==> config.mk <==
export PLATFORM = sky130hd
export DESIGN_NAME = frontend_ctrl
export DESIGN_NICKNAME = d
export VERILOG_FILES = /design/src/frontend_ctrl_pkg.sv /design/src/frontend_ctrl.sv
export SDC_FILE = /design/constraint.sdc
export NUM_CORES = 1
export LEC_CHECK = 0
export BUFFER_PORTS_ARGS = -buffer_cell sky130_fd_sc_hd__buf_2
export CORE_MARGIN = 5
export CORE_UTILIZATION = 55
export CTS_BUF_LIST = sky130_fd_sc_hd__clkbuf_16
export DETAILED_ROUTE_END_ITERATION = 16
export GPL_TIMING_DRIVEN = 1
export PLACE_DENSITY = 0.73
export SYNTH_ARGS = -nofsm -noshare
export SYNTH_HDL_FRONTEND = slang
export SYNTH_SLANG_ARGS = --single-unit
==> constraint.sdc <==
create_clock -name clock_i -period 12.85 [get_ports clock_i]
set_clock_uncertainty 0.1 [all_clocks]
set_input_delay 2.57 -clock clock_i [delete_from_list [all_inputs] [get_ports clock_i]]
set_output_delay 2.57 -clock clock_i [all_outputs]
set_load 0.01 [all_outputs]
==> src/frontend_ctrl_pkg.sv <==
`default_nettype none
package frontend_ctrl_pkg;

  // ==========================================================================
  // Register offsets
  localparam logic [7:0] AMP_FEEDBACK_RC_CONFIG_OFS = 8'h1D;
  localparam logic [7:0] AMP_MODE_CONFIG_OFS        = 8'h1E;
  localparam logic [7:0] FE_ONE_CLIP_OFS            = 8'h1F;
  localparam logic [7:0] MANUAL_CONTROL_OFS         = 8'h2E;
  localparam logic [7:0] SEQ_COUNT_OFS              = 8'h30;
  localparam logic [7:0] SEQ_DIVIDER_OFS            = 8'h31;
  localparam logic [7:0] SEQ_START_OFS              = 8'h32;
  localparam logic [7:0] SEQ_PERIOD_OFS             = 8'h33;
  localparam logic [7:0] WINDOW_FIRST_OFS           = 8'h34;
  localparam logic [7:0] WINDOW_LAST_OFS            = 8'h41;
  localparam logic [7:0] ADC_POSITION_OFS           = 8'h42;
  localparam logic [7:0] ADC_EXTRA_OFS              = 8'h43;
  localparam logic [7:0] CONVERTER_CONFIG_B_OFS     = 8'h44;
  localparam logic [7:0] EVENT_STATUS_OFS           = 8'h45;
  localparam logic [7:0] MANUAL_DRIVE_OFS           = 8'h47;
  localparam logic [7:0] RESULT_LOW_OFS             = 8'h48;
  localparam logic [7:0] RESULT_HIGH_OFS            = 8'h49;
  localparam logic [7:0] FE_TWO_CLIP_OFS            = 8'h56;

  // ==========================================================================
  // Field positions and reset values
  localparam int AMP_ENABLE_BIT  = 7;
  localparam int AMP_AUTO_BIT    = 6;
  localparam int MANUAL_MODE_BIT = 7;
  localparam int MAN_MULT_BIT    = 6;
  localparam int MAN_POL_BIT     = 5;
  localparam int MAN_ITG_BIT     = 4;
  localparam int ULP_BIT         = 1;
  localparam int PERSIST_BIT     = 0;
  localparam int CLIP_FLAG_BIT   = 0;
  localparam int TERR_FLAG_BIT   = 1;
  localparam logic [7:0] AMP_MODE_RESET = 8'h07;

  // ==========================================================================
  // Window indices and timing
  localparam int NUM_WINDOWS = 7;
  localparam int WIN_LED     = 0;
  localparam int WIN_SECLED  = 1;
  localparam int WIN_ITG     = 2;
  localparam int WIN_SDP1    = 3;
  localparam int WIN_SDP2    = 4;
  localparam int WIN_SDM1    = 5;
  localparam int WIN_SDM2    = 6;
  localparam int CLK_PERIOD_NS = 10;
  localparam int TIME_BASE_NS  = 1000;
  localparam int CYC_PER_US    = TIME_BASE_NS / CLK_PERIOD_NS;
  localparam logic [6:0] US_LAST = 7'(CYC_PER_US - 1);
  // Clip levels are in units of 0.1 mV.
  localparam logic [14:0] HIGH_CLIP_TOP  = 15'h4740;
  localparam logic [14:0] CLIP_STEP      = 15'h02F8;
  localparam logic [14:0] LOW_CLIP_FIRST = 15'h02FA;
  localparam logic [11:0] CAP_FF_STEP    = 12'h064;

  // ==========================================================================
  // Carriers
  typedef struct packed {
    logic [7:0] addr;
    logic [7:0] wdata;
    logic       wr;
    logic       rd;
  } bus_req_t;

  typedef struct packed {
    logic        power;
    logic        integrator_mode;
    logic [7:0]  resistor_sel;
    logic [11:0] capacitor_ff;
    logic [3:0]  offset_code;
    logic [1:0]  compensation_code;
  } amp_out_t;

  typedef struct packed {
    logic led;
    logic secled;
    logic integrate;
    logic demod1_pos;
    logic demod1_neg;
    logic demod2_pos;
    logic demod2_neg;
    logic adc_sample;
  } seq_out_t;

endpackage
`default_nettype wire

==> src/frontend_ctrl.sv <==
// Functional notes
// - Resistor code 0 means integrator; codes 1-7 pick 1,2,3,5,7,10,15 Mohm.
// - Feedback capacitance is the five-bit code times 0.1 pF.
// - Amplifier powered down while enable bit is 0; enable resets to 0.
// - Auto bit powers the amplifier only during the integration window.
// - Offset field resets to 1, compensation field resets to 3, both read-write.
// - Front end one above high threshold (1824 down to 684 mV) raises clip.
// - Front end one below low threshold (76.2 up to 1216 mV) raises clip.
// - Front end two has its own thresholds and shares the clip flag.
// - Integration from sequencer normally, from software switch in manual mode.
// - LEDs, amplifier and converter run from register bits or the sequencer.
// - Sequencer windows are 8-bit counts on a prescaled 1 us base.
// - Each conversion result is stored without software help.
// - Sequencer timing applies only when manual mode is off.
// - Sequencer runs the programmed number of measurement cycles.
// - Writing 1 to start runs the sequencer, or in manual mode fires one conversion; writing 0 stops it.
// - LED and secondary LED windows open and close within each period.
// - Integrator window opens and closes within each period.
// - Four demodulator windows, positive and negative for two channels.
// - Converter sampled at a set position, plus optional second and third on the amplifier channel.
// - Programmable subsampling ratio with an always-subsample option.
// - Ultra-low-power suppresses LEDs and amplifier outside the sampled cycle.
// - A conversion requested while the converter is busy flags a timing error.
// - Manual-mode bit 7 at 0x2E selects sequencer at 0, manual at 1.
// - Time increment is divider plus one microseconds.
// - Count zero runs continuously until stopped.
`timescale 1ns/1ps
`default_nettype none
module frontend_ctrl
  import frontend_ctrl_pkg::*;
#(
  parameter int ADC_W = 16
)(
  input  wire logic        clock_i,
  input  wire logic        nrst_i,
  input  wire bus_req_t    bus_i,
  output logic [7:0]       rdata_o,
  input  wire logic [14:0] fe_one_level_i,
  input  wire logic [14:0] fe_two_level_i,
  input  wire logic        amp_channel_sel_i,
  input  wire logic        adc_busy_i,
  input  wire logic        adc_done_i,
  input  wire logic [ADC_W-1:0] adc_data_i,
  output amp_out_t         amp_o,
  output seq_out_t         seq_o,
  output logic             clip_irq_o,
  output logic             timing_error_irq_o,
  output logic             running_o
);

  if (ADC_W < 1 || ADC_W > 16) begin : g_bad_width
    $error("ADC_W must lie between 1 and 16");
  end

  // ==========================================================================
  // Reset release
  logic rst_meta_ff;
  logic rst_sync_ff;

  always_ff @(posedge clock_i or negedge nrst_i)
  begin
    if (!nrst_i)
    begin
      rst_meta_ff <= 1'b0;
      rst_sync_ff <= 1'b0;
    end
    else
    begin
      rst_meta_ff <= 1'b1;
      rst_sync_ff <= rst_meta_ff;
    end
  end

  // ==========================================================================
  // State
  typedef struct packed {
    logic [7:0]                  amp_rc;
    logic [7:0]                  amp_mode;
    logic [7:0]                  clip_one;
    logic [7:0]                  clip_two;
    logic [7:0]                  manual;
    logic [1:0]                  manual_drive;
    logic [7:0]                  count;
    logic [7:0]                  divider;
    logic [7:0]                  period;
    logic [NUM_WINDOWS-1:0][7:0] win_open;
    logic [NUM_WINDOWS-1:0][7:0] win_close;
    logic [7:0]                  adc_pos;
    logic [1:0]                  adc_extra;
    logic [7:0]                  conv_cfg;
    logic                        running;
    logic [6:0]                  us_cnt;
    logic [7:0]                  prescale;
    logic [7:0]                  cycle_pos;
    logic [7:0]                  done_cnt;
    logic [3:0]                  subs_cnt;
    logic [NUM_WINDOWS-1:0]      win;
    logic                        adc_pulse;
    logic                        clip_flag;
    logic                        terr_flag;
    logic [15:0]                 result;
    logic [7:0]                  rdata;
  } state_t;

  state_t st_ff;
  state_t nxt_st;

  function automatic logic [14:0] high_level(input logic [3:0] code);
    high_level = 15'(HIGH_CLIP_TOP - 15'(CLIP_STEP * 15'(code)));
  endfunction

  function automatic logic [14:0] low_level(input logic [3:0] code);
    low_level = (code == 4'h0) ? LOW_CLIP_FIRST : 15'(CLIP_STEP * (15'(code) + 15'h0001));
  endfunction

  function automatic logic clipped(input logic [7:0] cfg, input logic [14:0] lvl);
    clipped = (lvl > high_level(cfg[7:4])) || (lvl < low_level(cfg[3:0]));
  endfunction

  // ==========================================================================
  // Combinational helpers
  logic       manual_mode;
  logic       tick_us;
  logic       inc;
  logic       wrap;
  logic [7:0] pos_n;
  logic       sd_active;
  logic       subs_on;
  logic       sample_cycle;
  logic       ulp_quiet;
  logic       conv_req;
  logic       start_wr;

  assign manual_mode = st_ff.manual[MANUAL_MODE_BIT];
  assign tick_us     = st_ff.running && (st_ff.us_cnt == US_LAST);
  assign inc         = tick_us && (st_ff.prescale == st_ff.divider);
  assign wrap        = (st_ff.period == 8'h00) ? (st_ff.cycle_pos == 8'hFF)
                                               : (st_ff.cycle_pos >= 8'(st_ff.period - 8'h01));
  assign pos_n       = wrap ? 8'h00 : 8'(st_ff.cycle_pos + 8'h01);
  assign sd_active   = |(st_ff.win_open[WIN_SDM2:WIN_SDP1] ^ st_ff.win_close[WIN_SDM2:WIN_SDP1]);
  assign subs_on      = (st_ff.conv_cfg[7:4] != 4'h0) && (st_ff.conv_cfg[PERSIST_BIT] || sd_active);
  assign sample_cycle = !subs_on || (st_ff.subs_cnt == 4'h0);
  // Quiet follows the sampled cycle, so an unsubsampled run never loses its pulses.
  // quiet cycles
  assign ulp_quiet    = !manual_mode && st_ff.conv_cfg[ULP_BIT] && !sample_cycle;
  assign start_wr     = bus_i.wr && (bus_i.addr == SEQ_START_OFS);
  assign conv_req     = inc && sample_cycle && !manual_mode &&
                        ((pos_n == st_ff.adc_pos) ||
                         (amp_channel_sel_i && st_ff.adc_extra[0]
                          && pos_n == 8'(st_ff.adc_pos + 8'h01)) ||
                         (amp_channel_sel_i && st_ff.adc_extra[1]
                          && pos_n == 8'(st_ff.adc_pos + 8'h02)));

  always_comb
  begin
    logic [7:0] widx;
    widx   = 8'(bus_i.addr - WINDOW_FIRST_OFS);
    nxt_st = st_ff;
    nxt_st.adc_pulse = 1'b0;

    // ========================================================================
    // Register writes
    if (bus_i.wr)
    begin
      unique case (bus_i.addr)
        AMP_FEEDBACK_RC_CONFIG_OFS: nxt_st.amp_rc = bus_i.wdata;
        AMP_MODE_CONFIG_OFS:        nxt_st.amp_mode = bus_i.wdata;
        FE_ONE_CLIP_OFS:            nxt_st.clip_one = bus_i.wdata;
        FE_TWO_CLIP_OFS:            nxt_st.clip_two = bus_i.wdata;
        MANUAL_CONTROL_OFS:         nxt_st.manual = bus_i.wdata;
        MANUAL_DRIVE_OFS:           nxt_st.manual_drive = bus_i.wdata[1:0];
        SEQ_COUNT_OFS:              nxt_st.count = bus_i.wdata;
        SEQ_DIVIDER_OFS:            nxt_st.divider = bus_i.wdata;
        SEQ_PERIOD_OFS:             nxt_st.period = bus_i.wdata;
        ADC_POSITION_OFS:           nxt_st.adc_pos = bus_i.wdata;
        ADC_EXTRA_OFS:              nxt_st.adc_extra = bus_i.wdata[1:0];
        CONVERTER_CONFIG_B_OFS:     nxt_st.conv_cfg = bus_i.wdata;
        default:
        begin
          if (bus_i.addr >= WINDOW_FIRST_OFS && bus_i.addr <= WINDOW_LAST_OFS)
          begin
            if (widx[0])
              nxt_st.win_close[widx[3:1]] = bus_i.wdata;
            else
              nxt_st.win_open[widx[3:1]] = bus_i.wdata;
          end
        end
      endcase
    end

    // ========================================================================
    // Sequencer
    if (st_ff.running)
    begin
      nxt_st.us_cnt = tick_us ? 7'h00 : 7'(st_ff.us_cnt + 7'h01);
      if (tick_us)
        nxt_st.prescale = inc ? 8'h00 : 8'(st_ff.prescale + 8'h01);
    end
    if (inc)
    begin
      nxt_st.cycle_pos = pos_n;
      for (int i = 0; i < NUM_WINDOWS; i++)
      begin
        if (pos_n == st_ff.win_close[i])
          nxt_st.win[i] = 1'b0;
        else if (pos_n == st_ff.win_open[i])
          nxt_st.win[i] = 1'b1;
      end
      if (wrap)
      begin
        nxt_st.done_cnt = 8'(st_ff.done_cnt + 8'h01);
        nxt_st.subs_cnt = (st_ff.subs_cnt >= st_ff.conv_cfg[7:4]) ? 4'h0
                                                                 : 4'(st_ff.subs_cnt + 4'h1);
        if (st_ff.count != 8'h00 && 8'(st_ff.done_cnt + 8'h01) == st_ff.count)
          nxt_st.running = 1'b0;
      end
    end
    nxt_st.adc_pulse = conv_req;

    if (start_wr)
    begin
      nxt_st.running   = bus_i.wdata[0] && !manual_mode;
      nxt_st.adc_pulse = bus_i.wdata[0] && manual_mode;
      nxt_st.us_cnt    = 7'h00;
      nxt_st.prescale  = 8'h00;
      nxt_st.cycle_pos = 8'h00;
      nxt_st.done_cnt  = 8'h00;
      nxt_st.subs_cnt  = 4'h0;
      nxt_st.win       = '0;
    end

    // ========================================================================
    // Event flags; a new event beats a same-cycle clear
    if (bus_i.wr && bus_i.addr == EVENT_STATUS_OFS)
    begin
      nxt_st.clip_flag = st_ff.clip_flag && !bus_i.wdata[CLIP_FLAG_BIT];
      nxt_st.terr_flag = st_ff.terr_flag && !bus_i.wdata[TERR_FLAG_BIT];
    end
    // front end one, high and low side, front end two
    if (clipped(st_ff.clip_one, fe_one_level_i) || clipped(st_ff.clip_two, fe_two_level_i))
      nxt_st.clip_flag = 1'b1;
    if (nxt_st.adc_pulse && adc_busy_i)
      nxt_st.terr_flag = 1'b1;

    if (adc_done_i)
      nxt_st.result = 16'(adc_data_i);

    // ========================================================================
    // Register reads
    nxt_st.rdata = 8'h00;
    if (bus_i.rd)
    begin
      unique case (bus_i.addr)
        AMP_FEEDBACK_RC_CONFIG_OFS: nxt_st.rdata = st_ff.amp_rc;
        AMP_MODE_CONFIG_OFS:        nxt_st.rdata = st_ff.amp_mode;
        FE_ONE_CLIP_OFS:            nxt_st.rdata = st_ff.clip_one;
        FE_TWO_CLIP_OFS:            nxt_st.rdata = st_ff.clip_two;
        MANUAL_CONTROL_OFS:         nxt_st.rdata = st_ff.manual;
        MANUAL_DRIVE_OFS:           nxt_st.rdata = {6'h00, st_ff.manual_drive};
        SEQ_COUNT_OFS:              nxt_st.rdata = st_ff.count;
        SEQ_DIVIDER_OFS:            nxt_st.rdata = st_ff.divider;
        SEQ_START_OFS:              nxt_st.rdata = {7'h00, st_ff.running};
        SEQ_PERIOD_OFS:             nxt_st.rdata = st_ff.period;
        ADC_POSITION_OFS:           nxt_st.rdata = st_ff.adc_pos;
        ADC_EXTRA_OFS:              nxt_st.rdata = {6'h00, st_ff.adc_extra};
        CONVERTER_CONFIG_B_OFS:     nxt_st.rdata = st_ff.conv_cfg;
        EVENT_STATUS_OFS:           nxt_st.rdata = {6'h00, st_ff.terr_flag, st_ff.clip_flag};
        RESULT_LOW_OFS:             nxt_st.rdata = st_ff.result[7:0];
        RESULT_HIGH_OFS:            nxt_st.rdata = st_ff.result[15:8];
        default:
        begin
          if (bus_i.addr >= WINDOW_FIRST_OFS && bus_i.addr <= WINDOW_LAST_OFS)
            nxt_st.rdata = widx[0] ? st_ff.win_close[widx[3:1]] : st_ff.win_open[widx[3:1]];
        end
      endcase
    end
  end

  always_ff @(posedge clock_i or negedge rst_sync_ff)
  begin
    if (!rst_sync_ff)
    begin
      st_ff          <= '0;
      // enable resets low, offset 1 and compensation 3
      st_ff.amp_mode <= AMP_MODE_RESET;
    end
    else
    begin
      st_ff <= nxt_st;
    end
  end

  // ==========================================================================
  // Outputs
  logic integrate_now;

  // integration source, timing ignored in manual mode
  assign integrate_now = manual_mode ? st_ff.manual[MAN_ITG_BIT] : st_ff.win[WIN_ITG];

  always_comb
  begin
    amp_o.resistor_sel    = 8'(8'h01 << st_ff.amp_rc[7:5]);
    amp_o.integrator_mode = (st_ff.amp_rc[7:5] == 3'h0);
    // 0.1 pF per step, shown in femtofarads
    amp_o.capacitor_ff    = 12'(CAP_FF_STEP * 12'(st_ff.amp_rc[4:0]));
    amp_o.offset_code       = st_ff.amp_mode[5:2];
    amp_o.compensation_code = st_ff.amp_mode[1:0];
    // power gate, auto power, quiet cycles
    amp_o.power = st_ff.amp_mode[AMP_ENABLE_BIT] && !ulp_quiet
                  && (!st_ff.amp_mode[AMP_AUTO_BIT] || integrate_now);
    if (manual_mode)
    begin
      seq_o.led        = st_ff.manual_drive[0];
      seq_o.secled     = st_ff.manual_drive[1];
      seq_o.demod1_pos = st_ff.manual[MAN_MULT_BIT] && st_ff.manual[MAN_POL_BIT];
      seq_o.demod1_neg = st_ff.manual[MAN_MULT_BIT] && !st_ff.manual[MAN_POL_BIT];
      seq_o.demod2_pos = seq_o.demod1_pos;
      seq_o.demod2_neg = seq_o.demod1_neg;
    end
    else
    begin
      seq_o.led        = st_ff.win[WIN_LED] && !ulp_quiet;
      seq_o.secled     = st_ff.win[WIN_SECLED] && !ulp_quiet;
      seq_o.demod1_pos = st_ff.win[WIN_SDP1];
      seq_o.demod1_neg = st_ff.win[WIN_SDM1];
      seq_o.demod2_pos = st_ff.win[WIN_SDP2];
      seq_o.demod2_neg = st_ff.win[WIN_SDM2];
    end
    seq_o.integrate  = integrate_now;
    seq_o.adc_sample = st_ff.adc_pulse;
  end

  assign rdata_o            = st_ff.rdata;
  assign clip_irq_o         = st_ff.clip_flag;
  assign timing_error_irq_o = st_ff.terr_flag;
  assign running_o          = st_ff.running;
endmodule
`default_nettype wire

== Yosys cells after proc, flatten, opt, wreduce, memory -nomap -nowiden ==
Index checks and enable logic that the tools add are counted.

* Shift-type cells: 1
* Add/sub/neg operators: 13
* Order comparisons: 10
* Reductions and logical operators: 91
* Mux-type cells: 47
* Equal/unequal tests: 37
* Multipliers: 5
* Bitwise operators: 3

{| class="wikitable"
|+ Operator list
! cell !! number
|-
| equality test 8 bit || 19
|-
| case mux 8 bit (16 select lines) || 1
|-
| bitwise mux 56 bit || 2
|-
| two-way mux 8 bit || 9
|-
| equality test 8 x 7 -> 1 bit (second input constant) || 8
|-
| binary-select mux 8 bit (select 3 bit) || 2
|-
| two-way mux 15 bit || 3
|-
| two-way mux 44 bit || 1
|-
| AND reduction 2 bit || 21
|-
| equality test 8 x 6 -> 1 bit (second input constant) || 5
|-
| adder 8 x 1 -> 8 bit (second input constant) || 4
|-
| OR reduction 32 bit || 1
|-
| XOR 32 bit || 1
|-
| > comparator 15 bit || 2
|-
| less-than comparator 15 bit || 2
|-
| subtractor 15 x 14 -> 15 bit (first input constant) || 2
|-
| logical AND 1 bit || 28
|-
| two-way mux 27 bit || 1
|-
| demux 8 bit (select 3 bit) || 1
|-
| equality test 8 x 5 -> 1 bit (second input constant) || 3
|-
| multiplier 7 x 5 -> 12 bit (first input constant) || 2
|-
| multiplier 7 x 4 -> 11 bit (first input constant) || 2
|-
| two-way mux 1 bit || 21
|-
| nonzero test 3 bit || 7
|-
| other kinds (32) || 59
|}

* Logic and storage cells: 253
* Flip-flop bits (word level): 268
* Input port bits: 69
* Output and inout port bits: 47

== Logic depth before layout (Yosys ltp) ==
Gate-level depths: netlist (run 1).

* Word-level depth: 12
* Depth in mapped cells: 26
* Mapped depth without buffers: 26

== Worst setup path after synthesis (run 1) ==
OpenSTA, ideal clock, no wires.

* Kind: input to register
* From: input bus_i[12] in the netlist's numbering
* To: register st_ff (netlist bit rdata_o[6])
* Arrival time: 5.779 ns
* Required time: 12.626 ns
* Buffers on the path: 6
* Setup time: 0.124 ns
* Path slack: 6.847 ns
* Stages: 15
* Cell sequence: clkbuf_1 buf_2 inv_1 clkbuf_1 ha_1 clkbuf_1 buf_2 buf_1 mux2i_1 o211ai_1 o211ai_1 o21ai_0 nand2_1 nor2_1 o31a_1

{| class="wikitable"
|+ RTL lines
! item !! line !! text
|-
| from (decl) || frontend_ctrl.sv:36 || <nowiki>input wire bus_req_t bus_i,</nowiki>
|-
| to (signal assigned) || frontend_ctrl.sv:289 || <nowiki>st_ff <= nxt_st;</nowiki>
|-
| to (decl) || frontend_ctrl.sv:105 || <nowiki>state_t st_ff;</nowiki>
|}

==> results.yml, run 1 <==
floorplan:
  fp.dieH_um: 203.9
  initial_utilization_pct: 55.30
  fp.dieW_um: 203.9
  core.rowCount: 71
  dieArea_um2: 41590
  ios: 116
  core-area_um2: 37400
outcome:
  outcome: "completed"
final_layout:
  largest_reg_flops: 247
  final_nets: 2372
  drive_above_1_share_pct: 20.33
  areaGrowthSynthToFinish_pct: 8.414
  stdcell_count: 2631
  largest_register: "st_ff"
  n_fill_cell: 3173
global_route:
  grt_pass1_vias: 16466
  grt_first_pass_wirelength_um: 95300
  antenna_found_initial: 7
  grt_overflow: 0
  grt_usage_pct: 29.21
  grt_max_degree: 76
clock_network:
  cts_root_buf: "clkbuf_16"
  ctsHoldBuffers: 0
  cts_htree_levels: 1
  cts_tree: "done"
  cts_buffer_depth: 3
  cts_buffers: 28
  post_cts_buffers: 0
  clkTransAtPathRegs_ps: 60
  insertion_delay_ps: 570
  cts.sinks: 268
  cts_resized: 0
setup_path:
  cp_max_fo: 4
  r2r_cells: 22
  worstSetupStartpointType: "flip-flop"
  crit_family: "simple AND/OR/NAND/NOR gates"
  end_kind: "output port"
  cp_slowest_stage_delay_ps: 760
  required_ps: 10180
  critPathSlowestCell: "nor4_1"
  arrival_ps: 4170
  path_class: "flip-flop to output port"
  crit_buf_inv: 1
  worstReg2RegStart: "st_ff[234]"
  path_cells: "xor2_1 > nor4_1 > nand4_1 > or4_1 > nor4_1 > a211oi_1 > nand2_1 > nand2_1 > o21ai_0 > buf_2"
  reg2reg_slack_ps: 6760
  r2r-end: "clip_irq_o"
synthesis:
  synth_edf_count: 0
  synth.distinct_cells: 82
  syn-instance-count: 2055
  syn_area_um2: 20680
  synth_largest_area_cell: "dfrtp_1"
  ys_seq_area_share_pct: 32.44
  synth_top_area_share_pct: 32.06
  async_flop_share_pct: 100.0
  yosys-top-cells-area: "dfrtp_1 32%, mux2_2 11%, ha_1 11%, xnor2_1 5.7%, xor2_1 4.9%"
  synthFlopType: "dfrtp_1"
  ys_seq_elements: 268
  yosysWarnings: 0
  syn_avg_cell_area_um2: 10.07
drt:
  routed_wl_um: 62310
  ant_nets: 0
  dr.pass1.iters: 6
  viasPerCell: 6.377
  drcViolationCount: 0
  num_vias: 16778
  first_iter_violations: 1577
  post_drt_wl_per_cell_um: 23.68
run:
  cap_violations: 0
sta:
  slew_viol_final: 0
  timing.final.ws_setup_ps: 6012
  hold_viol: 0
  min_period_ps: 6838
  tightestPinTransition_ps: 1117
  hold_slack_ps: 247.6
  setup-violations-final: 0
  period_share_pct: 53.21
  fmax_mhz: 146.2
  finalSetupTns_ps: 0
  rsz0062_at_grt: "false"
  max_slew_margin_pct: 25.55
hold_path:
  min_to: "rst_sync_ff"
  hold_depth: 0
  hp-class: "flip-flop to flip-flop"
  hp-start: "rst_meta_ff"
power_and_ir_drop:
  power.density_nw_per_um2: 122.6
  peakVddDrop_mv: 0.09739
  p_leak_uw: 0.01089
  total_power_uw: 2749
placement:
  dp_hpwl_um: 44930
  place_inst: 2575
  gp_congestion: 0.9754
  preCtsSetupSlack_ps: 6170
  portBuffers: 113
[kinds of logic after synthesis]
kind of cell | count (synthesis) | synth area share (%)
mux | 259 | 14.79
buf+inv | 202 | 4.368
fa+ha+maj | 209 | 13.80
xor+xnor | 251 | 10.63
flops | 268 | 32.44
compound gates | 330 | 10.55
other cells | 2 | 0.03631
simple gates | 534 | 13.38
[per-stage QoR]
stage	utilization [%]	instance area [um2]
finish	59.96	22420
global route	59.96	22420
global placement	57.31	21430
floorplan	-	20690
CTS	59.92	22410
detailed placement	57.31	21430
[layout by cell type, fill, tap and decap left out, types with 10 or more instances in the layout]
master | synthesis | routed
xnor2_1 | 135 | 135
and3_1 | 18 | 18
nand4_1 | 26 | 26
a21o_1 | 11 | 11
nand3b_1 | 11 | 11
mux2_2 | 211 | 211
a21oi_1 | 81 | 81
mux4_2 | 16 | 16
nand2_1 | 131 | 131
nand3_1 | 77 | 77
buf_2 | 17 | 113
buf_4 | 25 | 14
nor4_1 | 34 | 34
o211ai_1 | 21 | 21
inv_1 | 83 | 88
ha_1 | 177 | 177
clkbuf_16 | 0 | 28
fa_1 | 32 | 32
a22oi_1 | 37 | 37
dfrtp_1 | 265 | 264
nand2b_1 | 15 | 15
o21ai_0 | 69 | 68
mux2i_1 | 30 | 30
nor3_1 | 44 | 44
o21a_1 | 10 | 10
nand3_2 | 11 | 11
xor2_1 | 116 | 116
nor2b_1 | 19 | 19
nor2_1 | 100 | 100
[worst reg2reg max path: stages, from the launching register on]
cell and delay [ps]:
dfrtp_1 650, nand3_1 170, xnor2_1 430, inv_1 200
fa_1 650, inv_1 80, fa_1 490, fa_1 520
inv_1 40, ha_1 340, a21o_1 190, a21oi_1 220
o21bai_1 90, a21oi_1 240, o21bai_1 90, a21oi_1 180
xnor2_1 140, nand2_1 80, ha_1 280, and4_1 210
o211ai_1 100, o211ai_1 330, nand4_1 140
[power by group]
group / total, uW / internal, uW / switching (uW)
clock: 871 / 518 / 353
sequential: 1010 / 904 / 101
combinational: 872 / 347 / 525
[layout make-up]
class                   count  area, um2  area share (%)
repair buffers            127      670.6           2.991
diodes                      5      12.51         0.05580
clock inverters            23      276.5           1.233
flip-flops and latches    268       6714           29.94
inverters                  83      311.5           1.389
well taps                 511      639.4           2.851
clock buffers              28      700.7           3.125
multi-input cells        1586      13100           58.41
[cell usage after synthesis, drive strengths merged (18+ instances only)]
master,n
inv,83
nor2,103
nand3,88
mux2,213
a21oi,83
nor4,35
o211ai,21
clkbuf,67
fa,32
nor2b,19
dfrtp,265
mux2i,30
nand2,131
and3,18
xor2,116
nand4,28
a22oi,37
ha,177
buf,52
nor3,45
o21ai,72
xnor2,135
[metal layers]
layer  share of wire [%]  track usage, %  up-vias
met2                  46           46.52      809
met5                   0               0        -
met3                 8.3           5.284      183
met1                  42           40.00     8329
li1                    -               -     7457
met4                 4.0           11.13        0
[how the worst max path moves through the flow]
| stage | from | to | cells after the start |
|---|---|---|---|
| 2_1_floorplan | rst_sync_ff | amp_o[3] | 0 |
| 3_3_place_gp | bus_i[12] | st_ff[146] | 10 |
| 3_5_place_dp | bus_i[12] | st_ff[145] | 10 |
| 4_1_cts | st_ff[133] | seq_o[7] | 10 |
| 5_1_grt | st_ff[133] | seq_o[7] | 10 |
| 6_report | st_ff[133] | seq_o[7] | 10 |
Power figures use the tool's default switching activity.
==> run 2: changes to the inputs <==
==> constraint.sdc (replaced) <==
create_clock -name clock_i -period 7.12 [get_ports clock_i]
set_clock_uncertainty 0.1 [all_clocks]
set_input_delay 1.424 -clock clock_i [delete_from_list [all_inputs] [get_ports clock_i]]
set_output_delay 1.424 -clock clock_i [all_outputs]
set_load 0.01 [all_outputs]
==> run 2 against run 1 <==
Effect of this change: utilization increased by 0.13 points; non-clock buffer count up 2; clock power grew 86%; total power increased by 81%; sequential share of layout area down 0.065 points; via count down 0.66%; setup slack got worse by 4800 ps; combinational power is 80% higher; register-to-register slack lost 5500 ps; die area unchanged; critical endpoint is now seq_o[6]; largest power group unchanged; highest routed layer is now met5.
==> results.yml, run 2 (synthesis results as in run 1) <==
final_layout:
  largest_register: "st_ff"
  final_nets: 2375
  stdcell_count: 2635
  areaGrowthSynthToFinish_pct: 8.650
  largest_reg_flops: 247
  final_util_pct: 60.09
  mostFrequentLayoutCell: "dfrtp_1"
  final_cell_mix: "264 x dfrtp_1, 211 x mux2_2, 177 x ha_1"
  drive_above_1_share_pct: 20.67
clock_network:
  ctsHoldBuffers: 0
  cts_htree_levels: 1
  cts_resized: 0
  cts_root_buf: "clkbuf_16"
  cts_tree: "done"
  clkTransAtPathRegs_ps: 60
  insertion_delay_ps: 570
  cts.sinks: 268
  post_cts_buffers: 0
  cts_buffers: 29
  cts_buffer_depth: 3
sta:
  hold_slack_ps: 248.2
  min_period_ps: 5902
  rsz0062_at_grt: "false"
  tightestPinTransition_ps: 1076
  setup-violations-final: 0
  hold_viol: 0
  period_share_pct: 82.90
  max_slew_margin_pct: 27.96
  finalSetupTns_ps: 0
  fmax_mhz: 169.4
  slew_viol_final: 0
global_route:
  grt_pass1_vias: 16569
  grt_first_pass_wirelength_um: 94070
  grt_usage_pct: 28.27
  grt_overflow: 0
  grt_max_degree: 79
  antenna_found_initial: 6
placement:
  portBuffers: 113
  dp_hpwl_um: 43880
  gp_congestion: 0.9671
  place_inst: 2577
drt:
  ant_nets: 0
  dr.pass1.iters: 5
  post_drt_wl_per_cell_um: 22.76
  routed_wl_um: 59980
  first_iter_violations: 1523
  drcViolationCount: 0
  viasPerCell: 6.326
  num_vias: 16668
setup_path:
  cp_slowest_stage_delay_ps: 810
  reg2reg_slack_ps: 1240
  end_kind: "output port"
  cp_max_fo: 4
  required_ps: 5600
  path_cells: "xor2_1 > nor4_1 > nand4_1 > or4_1 > nor4_1 > a211oi_1 > nand2_1 > nand2_1 > o21ai_0 > buf_2"
  r2r_cells: 22
  critPathSlowestCell: "nor4_1"
  r2r-end: "clip_irq_o"
  arrival_ps: 4380
  worstSetupStartpointType: "flip-flop"
  path_class: "flip-flop to output port"
  worstReg2RegStart: "st_ff[234]"
hold_path:
  min_to: "rst_sync_ff"
  hp-class: "flip-flop to flip-flop"
  hp-start: "rst_meta_ff"
  hold_depth: 0
floorplan:
  core.rowCount: 71
  fp.dieW_um: 203.9
  fp.dieH_um: 203.9
  ios: 116
  initial_utilization_pct: 55.30
  core-area_um2: 37400
  dieArea_um2: 41590
power_and_ir_drop:
  seqPwrFrac_pct: 36.1
  peakVddDrop_mv: 0.1959
  p_leak_uw: 0.01089
  clkPwrFrac_pct: 32.5
  power.density_nw_per_um2: 221.9
  p_sw_uw: 1762
  power_frac_comb_pct: 31.4
  internal_power_uw: 3225
  swShare_pct: 35.33
outcome:
  outcome: "completed"
run:
  cap_violations: 0
-- run 2: cell types whose count changed in the layout (fill, tap and decap cells not counted), sizes merged --
cell,previous run,this run
clkinv,11,8
inv,89,87
clkbuf,28,29
buf,127,129
clkinvlp,0,6
-- run 2: per-stage QoR --
stage	total power (uW)	worst slack, ps	area [um2]
2_1_floorplan	2946	1765	20690
3_3_place_gp	3316	1459	21440
3_5_place_dp	3350	1259	21440
4_1_cts	4980	1214	22460
5_1_grt	5228	673.6	22470
6_report	4988	1218	22470
-- run 2: cell type report --
cell class                 instances  area [um2]
antenna                            5       12.51
clock buffer                      29       725.7
clock inverter                    24       292.8
fill                            3092       14930
inverter                          83       311.5
multi-input combinational       1586       13090
sequential                       268        6714
tap                              511       639.4
timing repair buffer             129       685.7
-- run 2: power groups by stage --
stage	combinational [uW]	sequential [uW]	clock, uW
3_5_place_dp	1530	1820	0
6_report	1570	1800	1620
4_1_cts	1550	1800	1640
2_1_floorplan	1170	1780	0
3_3_place_gp	1500	1820	0
5_1_grt	1710	1820	1700
-- run 2: per-layer routing --
layer  GRT usage [%]  wire length [um]  share of wire (%)
met4           9.323              2376                4.0
met3           5.348              4895                8.2
met2           45.61             27900                 47
met5               0                13              0.022
met1           38.67             24790                 41
-- run 2: worst max-delay path by stage --
stage	start	end	slack, ps	cells past startpoint
2_1_floorplan	st_ff[242]	clip_irq_o	1760	26
3_3_place_gp	st_ff[242]	clip_irq_o	1460	26
3_5_place_dp	st_ff[234]	clip_irq_o	1260	22
4_1_cts	st_ff[234]	clip_irq_o	1210	22
5_1_grt	st_ff[242]	clip_irq_o	670	26
6_report	st_ff[120]	seq_o[6]	1220	10
-- run 2: worst max-delay path: cells and delay by family, from the launching register on --
family                 cells  cell delay [ps]
AO/OA/AOI/OAI              2              670
XOR/XNOR                   1              190
AND/OR/NAND/NOR            6             2290
buffers and inverters      1              220
flip-flops                 1              450
